$ cat config.mk
export PLATFORM = sky130hd
export DESIGN_NAME = dram_lp_ctrl
export DESIGN_NICKNAME = d
export VERILOG_FILES = /design/src/rtl/lp_sync2.v /design/src/rtl/dram_lp_ctrl.v
export VERILOG_INCLUDE_DIRS = /design/src /design/src/rtl
export SDC_FILE = /design/constraint.sdc
export NUM_CORES = 1
export LEC_CHECK = 0
export ABC_CLOCK_PERIOD_IN_PS = 2300
export BUFFER_PORTS_ARGS = -buffer_cell sky130_fd_sc_hd__buf_2
export CAP_MARGIN = 0
export CORE_MARGIN = 10
export CORE_UTILIZATION = 30
export DETAILED_ROUTE_END_ITERATION = 10
export PLACE_DENSITY = 0.5
export REMOVE_ABC_BUFFERS = 1
export SKIP_CTS_REPAIR_TIMING = 1
export SLEW_MARGIN = 15
export SYNTH_ARGS = -nofsm -noshare
export SYNTH_HDL_FRONTEND = slang
export SYNTH_SLANG_ARGS = --single-unit
export TNS_END_PERCENT = 20
$ cat constraint.sdc
create_clock -name clk_i -period 2.3 [get_ports clk_i]
set_input_delay 0.46 -clock clk_i [delete_from_list [all_inputs] [get_ports clk_i]]
set_output_delay 0.46 -clock clk_i [all_outputs]
set_load 0.01 [all_outputs]
$ cat src/rtl/dram_lp_defs.vh
// Constants of the DRAM low-power clock control block.
// Included by rtl/dram_lp_ctrl.v; holds definitions only.
`ifndef DRAM_LP_DEFS_VH
`define DRAM_LP_DEFS_VH

// Register byte offsets
`define LP_ADR_CTRL 8'h00
`define LP_ADR_TIMER 8'h04
`define LP_ADR_WAKE 8'h08
`define LP_ADR_DIRECT 8'h0c
`define LP_ADR_STATUS 8'h10

// Reset values
`define LP_CTRL_RST 32'h00000000
`define LP_TIMER_RST 32'h00040100
`define LP_WAKE_RST 32'h00043210

// Control register bits
`define LP_CTRL_AUTO_PD 0
`define LP_CTRL_AUTO_SR 1
`define LP_CTRL_CLK_STOP 2
`define LP_CTRL_MPD_EN 3
`define LP_CTRL_GEARDOWN 4
`define LP_CTRL_SW_LP 5
`define LP_CTRL_CFG 6
`define LP_CTRL_MUX_PAIR 7

// Timer fields: idle cycles before powerdown, refresh periods before self-refresh
`define LP_TIM_PD_LO 0
`define LP_IDLE_W 16
`define LP_TIM_SR_LO 16
`define LP_SRD_W 8

// Wake-up value fields, four bits each
`define LP_WK_W 4
`define LP_WK_IDLE 0
`define LP_WK_PD 4
`define LP_WK_CFG 8
`define LP_WK_SR 12
`define LP_WK_MPD 16

// Direct command fields
`define LP_DIR_PHY_PD 0
`define LP_DIR_WK_LO 4

// Memory command codes
`define LP_CMD_W 3
`define LP_CMD_NOP 3'h0
`define LP_CMD_SRE 3'h1
`define LP_CMD_SRX 3'h2
`define LP_CMD_PDE 3'h3
`define LP_CMD_PDX 3'h4
`define LP_CMD_MPDE 3'h5
`define LP_CMD_MPDX 3'h6

`endif

$ cat src/rtl/lp_sync2.v
// Two flip-flop synchroniser for one level from another clock domain.
// Assumes the reset is synchronous to clk_i and active high.
`timescale 1ns/100ps
`default_nettype none

module lp_sync2 #(
  parameter [0:0] RST_VAL = 1'b1
) (
  input wire clk_i,
  input wire rst_i,
  input wire d_i,
  output wire q_o
);

  reg meta_q;
  reg sync_q;

  always @(posedge clk_i) begin
    if (rst_i) begin
      meta_q <= RST_VAL;
      sync_q <= RST_VAL;
    end else begin
      meta_q <= d_i;
      sync_q <= meta_q;
    end
  end

  assign q_o = sync_q;

endmodule

`default_nettype wire

$ cat src/rtl/dram_lp_ctrl.v
// DRAM low-power clock control: two Q-channel handshakes, SDRAM power
// state sequencing, automatic powerdown and self-refresh, PHY powerdown.
// Assumes one clock, synchronous reset, classic Wishbone register access.
//
// Function
// - Main request: self-refresh first, then accept
// - Main handshake: active, request, accept, deny
// - Gear-down mode denies every main request
// - Software enters low power unless hardware owns self-refresh; leaves only its own
// - Programming handshake never denies, may delay
// - Only exit commands to chips in saving states
// - Commands plus clock enable move states
// - Per-chip clock and enable, DIMM mapping
// - Idle timer triggers automatic power saving
// - Clock-stop behaviour chosen by setting
// - Self-refresh delay counted in refresh periods
// - Automatic self-refresh exit only on system command
// - PHY powerdown with per-state wake-up value
// - Direct command requests PHY powerdown too
// - Q-channel sequence uses tie-off wake-up
// - Separate handshake stops programming clock
// - Cross-domain handshake inputs are synchronised
`timescale 1ns/100ps
`default_nettype none
`include "dram_lp_defs.vh"

module dram_lp_ctrl #(
  parameter CS_N = 4
) (
  input wire clk_i,
  input wire rst_i,
  input wire wb_cyc_i,
  input wire wb_stb_i,
  input wire wb_we_i,
  input wire [7:0] wb_adr_i,
  input wire [3:0] wb_sel_i,
  input wire [31:0] wb_dat_i,
  output wire [31:0] wb_dat_o,
  output wire wb_ack_o,
  input wire qreqn_i,
  output wire qactive_o,
  output wire qacceptn_o,
  output wire qdeny_o,
  input wire qreqn_apb_i,
  output wire qactive_apb_o,
  output wire qacceptn_apb_o,
  output wire qdeny_apb_o,
  input wire [3:0] q_wakeup_i,
  input wire sys_req_i,
  input wire [CS_N-1:0] sys_cs_i,
  output wire sys_grant_o,
  input wire refresh_tick_i,
  output wire [CS_N-1:0] cke_o,
  output wire [CS_N-1:0] mem_clk_en_o,
  output wire cmd_valid_o,
  output wire [2:0] cmd_o,
  output wire [CS_N-1:0] cmd_cs_o,
  output wire phy_lp_req_o,
  output wire [3:0] phy_lp_wakeup_o
);

  localparam [4:0] S_RUN = 5'b00001;
  localparam [4:0] S_CSTOP = 5'b00010;
  localparam [4:0] S_PD = 5'b00100;
  localparam [4:0] S_SR = 5'b01000;
  localparam [4:0] S_MPD = 5'b10000;
  localparam [4:0] Q_RUN = 5'b00001;
  localparam [4:0] Q_ENTER = 5'b00010;
  localparam [4:0] Q_STOP = 5'b00100;
  localparam [4:0] Q_EXIT = 5'b01000;
  localparam [4:0] Q_DENY = 5'b10000;
  localparam [1:0] P_RUN = 2'b01;
  localparam [1:0] P_STOP = 2'b10;
  localparam [1:0] SRC_Q = 2'd0;
  localparam [1:0] SRC_SW = 2'd1;
  localparam [1:0] SRC_AUTO = 2'd2;
  localparam [CS_N-1:0] ALL = {CS_N{1'b1}};

  ////////////////////////////////////////////////////////////////////////////
  // Register bus

  reg [31:0] ctrl_q;
  reg [31:0] timer_q;
  reg [31:0] wake_q;
  reg dir_pd_q;
  reg [3:0] dir_wk_q;
  reg ack_q;
  reg [31:0] rdat_q;
  reg [31:0] status;
  reg [7:0] sr8;
  reg [4:0] st_q;
  reg [4:0] q_q;
  reg [1:0] p_q;
  reg [1:0] src_q;
  reg [CS_N-1:0] cke_q;
  reg [CS_N-1:0] ck_q;
  reg [CS_N-1:0] sr_q;
  reg [`LP_CMD_W-1:0] cmd_q;
  reg [CS_N-1:0] cmd_cs_q;
  reg cmd_valid_q;
  reg [`LP_IDLE_W-1:0] idle_q;
  reg [`LP_SRD_W-1:0] rcnt_q;
  reg phy_req_q;
  reg [3:0] phy_wk_q;
  reg phy_req_d;
  reg [3:0] phy_wk_d;
  integer n;

  wire wb_req = wb_cyc_i & wb_stb_i & ~ack_q;
  wire wb_wr = wb_req & wb_we_i;

  function [31:0] bmerge(input [31:0] o, input [31:0] d, input [3:0] s);
    integer k;
    begin
      bmerge = o;
      for (k = 0; k < 4; k = k + 1) begin
        if (s[k]) begin
          bmerge[8*k +: 8] = d[8*k +: 8];
        end
      end
    end
  endfunction

  always @* begin
    sr8 = 8'h00;
    for (n = 0; n < CS_N; n = n + 1) begin
      sr8[n] = sr_q[n];
    end
    status = {sr8, 5'h00, phy_req_q, p_q, 3'h0, q_q, 3'h0, st_q};
  end

  always @(posedge clk_i) begin
    if (rst_i) begin
      ctrl_q <= `LP_CTRL_RST;
      timer_q <= `LP_TIMER_RST;
      wake_q <= `LP_WAKE_RST;
      dir_pd_q <= 1'b0;
      dir_wk_q <= 4'h0;
      ack_q <= 1'b0;
      rdat_q <= 32'h00000000;
    end else begin
      ack_q <= wb_req;
      if (wb_wr) begin
        case (wb_adr_i)
          `LP_ADR_CTRL: ctrl_q <= bmerge(ctrl_q, wb_dat_i, wb_sel_i);
          `LP_ADR_TIMER: timer_q <= bmerge(timer_q, wb_dat_i, wb_sel_i);
          `LP_ADR_WAKE: wake_q <= bmerge(wake_q, wb_dat_i, wb_sel_i);
          `LP_ADR_DIRECT: begin
            if (wb_sel_i[0]) begin
              dir_pd_q <= wb_dat_i[`LP_DIR_PHY_PD];
              dir_wk_q <= wb_dat_i[`LP_DIR_WK_LO +: `LP_WK_W];
            end
          end
          default: ;
        endcase
      end
      if (wb_req & ~wb_we_i) begin
        case (wb_adr_i)
          `LP_ADR_CTRL: rdat_q <= ctrl_q;
          `LP_ADR_TIMER: rdat_q <= timer_q;
          `LP_ADR_WAKE: rdat_q <= wake_q;
          `LP_ADR_DIRECT: rdat_q <= {24'h000000, dir_wk_q, 3'h0, dir_pd_q};
          `LP_ADR_STATUS: rdat_q <= status;
          default: rdat_q <= 32'h00000000;
        endcase
      end
    end
  end

  assign wb_dat_o = rdat_q;
  assign wb_ack_o = ack_q;

  wire auto_pd_en = ctrl_q[`LP_CTRL_AUTO_PD];
  wire auto_sr_en = ctrl_q[`LP_CTRL_AUTO_SR];
  wire clk_stop_en = ctrl_q[`LP_CTRL_CLK_STOP];
  wire mpd_en = ctrl_q[`LP_CTRL_MPD_EN];
  wire geardown = ctrl_q[`LP_CTRL_GEARDOWN];
  wire sw_lp = ctrl_q[`LP_CTRL_SW_LP];
  wire cfg_mode = ctrl_q[`LP_CTRL_CFG];
  wire mux_pair = ctrl_q[`LP_CTRL_MUX_PAIR];
  wire [`LP_IDLE_W-1:0] pd_lim = timer_q[`LP_TIM_PD_LO +: `LP_IDLE_W];
  wire [`LP_SRD_W-1:0] sr_lim = timer_q[`LP_TIM_SR_LO +: `LP_SRD_W];

  ////////////////////////////////////////////////////////////////////////////
  // Synchronised handshake requests

  wire qreqn_s;
  wire qreqn_apb_s;

  lp_sync2 #(.RST_VAL(1'b1)) u_sync_q (
    .clk_i(clk_i),
    .rst_i(rst_i),
    .d_i(qreqn_i),
    .q_o(qreqn_s)
  );

  lp_sync2 #(.RST_VAL(1'b1)) u_sync_qp (
    .clk_i(clk_i),
    .rst_i(rst_i),
    .d_i(qreqn_apb_i),
    .q_o(qreqn_apb_s)
  );

  ////////////////////////////////////////////////////////////////////////////
  // Idle and refresh-period timers

  wire idle_ok = st_q[0] | st_q[1] | st_q[2];
  wire auto_pd = auto_pd_en & st_q[0] & ~sys_req_i & (idle_q >= pd_lim);
  wire sr_hit = auto_sr_en & idle_ok & ~sys_req_i & (rcnt_q >= sr_lim);

  always @(posedge clk_i) begin
    if (rst_i | sys_req_i | ~st_q[0]) begin
      idle_q <= {`LP_IDLE_W{1'b0}};
    end else if (idle_q < pd_lim) begin
      idle_q <= idle_q + 1'b1;
    end
  end

  always @(posedge clk_i) begin
    if (rst_i | sys_req_i | ~idle_ok) begin
      rcnt_q <= {`LP_SRD_W{1'b0}};
    end else if (refresh_tick_i & (rcnt_q != {`LP_SRD_W{1'b1}})) begin
      rcnt_q <= rcnt_q + 1'b1;
    end
  end

  ////////////////////////////////////////////////////////////////////////////
  // Main-clock Q-channel

  wire q_enter = q_q[1];

  always @(posedge clk_i) begin
    if (rst_i) begin
      q_q <= Q_RUN;
    end else begin
      case (q_q)
        Q_RUN: if (~qreqn_s) q_q <= geardown ? Q_DENY : Q_ENTER;
        Q_ENTER: if (st_q[3] & (src_q == SRC_Q)) q_q <= Q_STOP;
        Q_STOP: if (qreqn_s) q_q <= Q_EXIT;
        Q_EXIT: if (st_q[0]) q_q <= Q_RUN;
        Q_DENY: if (qreqn_s) q_q <= Q_RUN;
        default: q_q <= Q_RUN;
      endcase
    end
  end

  assign qacceptn_o = ~(q_q[2] | q_q[3]);
  assign qdeny_o = q_q[4];
  // Software-owned sleep; hardware-owned self-refresh needs no wake hint
  wire sw_low = (st_q[3] | st_q[4]) & (src_q == SRC_SW);
  assign qactive_o = sys_req_i | (wb_cyc_i & wb_stb_i) | (sw_lp ^ sw_low);

  ////////////////////////////////////////////////////////////////////////////
  // Programming-clock Q-channel

  always @(posedge clk_i) begin
    if (rst_i) begin
      p_q <= P_RUN;
    end else begin
      case (p_q)
        P_RUN: if (~qreqn_apb_s & ~wb_cyc_i & ~ack_q) p_q <= P_STOP;
        P_STOP: if (qreqn_apb_s) p_q <= P_RUN;
        default: p_q <= P_RUN;
      endcase
    end
  end

  assign qacceptn_apb_o = ~p_q[1];
  assign qdeny_apb_o = 1'b0;
  assign qactive_apb_o = (wb_cyc_i & wb_stb_i) | q_q[1] | q_q[3];

  ////////////////////////////////////////////////////////////////////////////
  // SDRAM power state sequencer

  wire wake = sys_req_i | q_enter | sw_lp | sr_hit;
  wire [CS_N-1:0] sys_sr = sys_cs_i & sr_q;
  wire sr_all_exit = ((src_q == SRC_Q) & q_q[3]) | ((src_q == SRC_SW) & ~sw_lp);

  always @(posedge clk_i) begin
    if (rst_i) begin
      st_q <= S_RUN;
      src_q <= SRC_AUTO;
      cke_q <= ALL;
      ck_q <= ALL;
      sr_q <= {CS_N{1'b0}};
      cmd_q <= `LP_CMD_NOP;
      cmd_cs_q <= {CS_N{1'b0}};
      cmd_valid_q <= 1'b0;
    end else begin
      cmd_valid_q <= 1'b0;
      case (st_q)
        S_RUN: begin
          if (q_enter | sw_lp | sr_hit) begin
            cmd_valid_q <= 1'b1;
            cmd_cs_q <= ALL;
            cke_q <= {CS_N{1'b0}};
            if (sw_lp & mpd_en & ~q_enter) begin
              st_q <= S_MPD;
              src_q <= SRC_SW;
              cmd_q <= `LP_CMD_MPDE;
            end else begin
              st_q <= S_SR;
              sr_q <= ALL;
              cmd_q <= `LP_CMD_SRE;
              src_q <= q_enter ? SRC_Q : (sw_lp ? SRC_SW : SRC_AUTO);
            end
          end else if (auto_pd) begin
            if (clk_stop_en) begin
              st_q <= S_CSTOP;
              ck_q <= {CS_N{1'b0}};
            end else begin
              st_q <= S_PD;
              cke_q <= {CS_N{1'b0}};
              cmd_q <= `LP_CMD_PDE;
              cmd_cs_q <= ALL;
              cmd_valid_q <= 1'b1;
            end
          end
        end
        S_CSTOP: begin
          if (wake) begin
            st_q <= S_RUN;
            ck_q <= ALL;
          end
        end
        S_PD: begin
          if (wake) begin
            st_q <= S_RUN;
            cke_q <= ALL;
            cmd_q <= `LP_CMD_PDX;
            cmd_cs_q <= ALL;
            cmd_valid_q <= 1'b1;
          end
        end
        S_SR: begin
          if (sr_all_exit) begin
            st_q <= S_RUN;
            cke_q <= ALL;
            sr_q <= {CS_N{1'b0}};
            cmd_q <= `LP_CMD_SRX;
            cmd_cs_q <= sr_q;
            cmd_valid_q <= 1'b1;
          end else if ((src_q != SRC_Q) & sys_req_i & (|sys_sr)) begin
            cke_q <= cke_q | sys_sr;
            sr_q <= sr_q & ~sys_cs_i;
            cmd_q <= `LP_CMD_SRX;
            cmd_cs_q <= sys_sr;
            cmd_valid_q <= 1'b1;
            if ((sr_q & ~sys_cs_i) == {CS_N{1'b0}}) begin
              st_q <= S_RUN;
            end
          end
        end
        S_MPD: begin
          if (~sw_lp) begin
            st_q <= S_RUN;
            cke_q <= ALL;
            cmd_q <= `LP_CMD_MPDX;
            cmd_cs_q <= ALL;
            cmd_valid_q <= 1'b1;
          end
        end
        default: st_q <= S_RUN;
      endcase
    end
  end

  // Grant only to chips awake and clocked
  assign sys_grant_o = sys_req_i & (st_q[0] | (st_q[3] & (src_q != SRC_Q)))
    & ~(|(sys_cs_i & (sr_q | ~cke_q | ~ck_q)));

  ////////////////////////////////////////////////////////////////////////////
  // PHY powerdown request

  always @* begin
    phy_req_d = 1'b1;
    phy_wk_d = wake_q[`LP_WK_IDLE +: `LP_WK_W];
    if ((q_q[1] & st_q[3]) | q_q[2]) begin
      phy_wk_d = q_wakeup_i;
    end else if (dir_pd_q) begin
      phy_wk_d = dir_wk_q;
    end else begin
      case (st_q)
        S_CSTOP: phy_wk_d = wake_q[`LP_WK_IDLE +: `LP_WK_W];
        S_PD: phy_wk_d = wake_q[`LP_WK_PD +: `LP_WK_W];
        S_SR: phy_wk_d = wake_q[`LP_WK_SR +: `LP_WK_W];
        S_MPD: phy_wk_d = wake_q[`LP_WK_MPD +: `LP_WK_W];
        default: begin
          phy_req_d = cfg_mode;
          phy_wk_d = cfg_mode ? wake_q[`LP_WK_CFG +: `LP_WK_W] : phy_wk_d;
        end
      endcase
    end
  end

  always @(posedge clk_i) begin
    if (rst_i) begin
      phy_req_q <= 1'b0;
      phy_wk_q <= 4'h0;
    end else begin
      phy_req_q <= phy_req_d;
      phy_wk_q <= phy_wk_d;
    end
  end

  assign phy_lp_req_o = phy_req_q;
  assign phy_lp_wakeup_o = phy_wk_q;

  ////////////////////////////////////////////////////////////////////////////
  // Per-chip outputs with DIMM pairing option

  genvar g;
  generate
    for (g = 0; g < CS_N; g = g + 1) begin : g_cs
      assign cke_o[g] = mux_pair ? cke_q[(g/2)*2] : cke_q[g];
      assign mem_clk_en_o[g] = mux_pair ? ck_q[(g/2)*2] : ck_q[g];
      assign cmd_cs_o[g] = mux_pair ? cmd_cs_q[(g/2)*2] : cmd_cs_q[g];
    end
  endgenerate

  assign cmd_valid_o = cmd_valid_q;
  assign cmd_o = cmd_q;

endmodule

`default_nettype wire

==> run metrics <==
post-synthesis async set-or-reset flop share 0%; Final Skew 0.0117 ns; slowest cell delay on critical path 0.39 ns; Mapped Cells 1080; Tot GR Track Use 15.6%; die height 197 um; RSZ-0062 raised after global routing yes; hold violation count in the final report 0; Syn Area/Cell 8.74 um^2; largest net degree at the start of global routing 88; count leader, synth dfxtp_1; Leakage 5.15 nW; WP data required 2.64 ns; DR DRC count 0; Yosys cell types 65; global route total overflow 0; Initial Util 30.6%; vias in the first global route 8412; Final Cell Area 12300 um^2; outcome finished, violations left; die width 197 um; max-slew violations 0; clk root buf clkbuf_16; relative slew slack 53.4%; R2R depth 10; 1st-iter DRT viols 621; first-pass GRT wire length 47900 um; Min-Delay Path Depth 2; Post-DP HPWL 23100 um; Synth area leaders dfxtp_1, mux2i_1, nor2_1, a21oi_1, ha_1; EDFF count, synth 0; placed cell count 1673; Finished Layout Cells 1709; Data arrival, critical path 2.88 ns; io pins 122; sequential share of the synthesized area 42.0%; H-tree depth 4; clk_lat worst skew 0.45 ns; synthesis-to-finish area growth 30.5%; TritonCTS Sinks 198; Routed WL per cell 18.1 um; Post-Route WL 30900 um; clock slew seen by the registers of the worst setup and hold paths 0.08 ns; top cells by count, synth dfxtp_1, nor2_1, a21oi_1, mux2i_1, nand2_1; max cap viols 0; Tmin final 2.54 ns; crit-path cells inv_2, ha_4, nand4_1, or3_4, a31oi_4, o31a_1, o21ai_1, a21boi_1, buf_4, mux2_4; CP Class reg -> reg; fraction of layout cells with a size suffix above 1 29.9%; peak supply drop 0.426 mV; Worst Tran Pin Value 0.697 ns; placed inst area 11500 um^2; antenna violations before repair 2; # fillers 3128; buffer depth of the longest clock path 2; Pwr Total 0.00751 W; Worst Setup Start Kind flip-flop; core outline area 30800 um^2; Tcrit/Tclk final 111%; Avg Vias per Cell 5.02; Worst setup EP type flip-flop; top_reg_cell synth dfxtp_1; Synth top area share 42.0%; FP Rows 64; slowest cell on the critical path or3_4; multi-input logic area 5220 um^2; via count 8581; kind of path behind the tightest hold check in -> reg; Inserted Diodes 0; Die Area 39000 um^2; yosys warns 0; DR pass1 iterations 6; final setup fails 16; Max Fclk 393 MHz; Synth area leader dfxtp_1; CTS tree built; DRT antenna net count 0; largest fanout on the critical path 5; Synth Register Bits 198; pwr dens 610 nW/um^2; CTS buffer count 17; TNS Setup -1.81 ns; Storage cell area 3990 um^2; Buffers on Ports 120; GPL Wtd Cong 0.851; fin nets 1387; Post-Syn Area 9440 um^2; violated checks setup timing; setup slack after layout -0.243 ns
[cell usage in the layout, fill, tap and decap left out, types with 5 or more instances in the layout]
cell         n
nor2_1     192
nand3_1     12
ha_4         8
or3_1        7
a211o_1     13
o21a_1       7
a21oi_1     94
mux2_2      13
nand4_1     11
buf_12      10
buf_4      144
dfxtp_1    180
nor4_1       5
mux2i_1     96
nor3_1       9
nand3b_1    10
xnor2_1      6
o21ai_1      5
ha_1        17
clkbuf_16   17
xor2_1      16
a22o_1       7
nand2_1     69
buf_2      119
inv_1       35
nor2b_1      9
a222oi_1    32
o21ai_0     22
dfxtp_2     17
inv_2        5
and3_1      18
[registers in the layout, indices dropped and copies added (netlist names), 2 cells and up]
name / count
wake_q: 32
cmd_o: 3
phy_lp_wakeup_o: 4
q_q: 5
st_q: 5
dir_wk_q: 4
sr_q: 4
idle_q: 16
timer_q: 32
wb_dat_o: 32
src_q: 2
p_q: 2
ctrl_q: 32
rcnt_q: 8
cke_q: 4
cmd_cs_q: 4
[per-stage QoR]
stage | utilization (%) | hold slack [ns] | setup WS [ns]
after detailed placement | 37.2 | 0.398 | -0.355
final | 40.0 | 0.204 | -0.243
after global placement | 37.2 | 0.397 | -0.327
after CTS | 39.0 | 0.189 | -0.382
after floorplan | - | 0.389 | -0.811
after global routing | 40.0 | 0.191 | -0.287
[power breakdown]
group | switching, W | leakage (nW) | internal, W | total [W]
sequential | 0.000110 | 1.61 | 0.00353 | 0.00364
combinational | 0.000513 | 3.27 | 0.000449 | 0.000962
clock | 0.00143 | 0.265 | 0.00148 | 0.00291
[cells by family (layout without fill, tap and decap cells)]
kind of cell	after synthesis	in the layout	share of synthesized area, %
simple gates	388	388	19.7
xor+xnor	22	22	2.04
other cells	1	1	0.0397
compound gates	219	219	15.5
flops	198	198	42.0
fa+ha+maj	26	26	3.45
mux	111	111	12.0
buf+inv	115	348	5.35
[critical path, delay by kind of cell, from the launching register on]
| kind | cells | cell delay [ns] |
|---|---|---|
| AOI/OAI and AO/OA | 4 | 0.73 |
| adders and majority gates | 1 | 0.26 |
| buffers and inverters | 2 | 0.25 |
| DFF | 1 | 0.34 |
| muxes | 1 | 0.30 |
| and+or+nand+nor | 2 | 0.56 |
[layout make-up]
cell class	count	area share, %
multi-input cells	767	42.3
flip-flops and latches	198	32.4
repair buffers	276	15.5
well taps	396	4.02
clock buffers	20	3.79
inverters	40	1.22
clock inverters	12	0.751
[path summary, 6_finish.rpt]
path	start	to	slack (ns)
min	qreqn_i	u_sync_q.meta_q	0.20
min reg2reg	u_sync_qp.meta_q	u_sync_qp.q_o	0.41
max reg2reg	timer_q[13]	cmd_o[0]	-0.24
max	timer_q[13]	cmd_o[0]	-0.24
[routing by layer]
| metal | routed length (um) | global-route usage (%) |
|---|---|---|
| met5 | 15 | 0 |
| met4 | 484 | 4.36 |
| met3 | 1340 | 2.81 |
| met2 | 14600 | 25.5 |
| met1 | 14500 | 20.6 |
(Power assumes the default switching activity.)
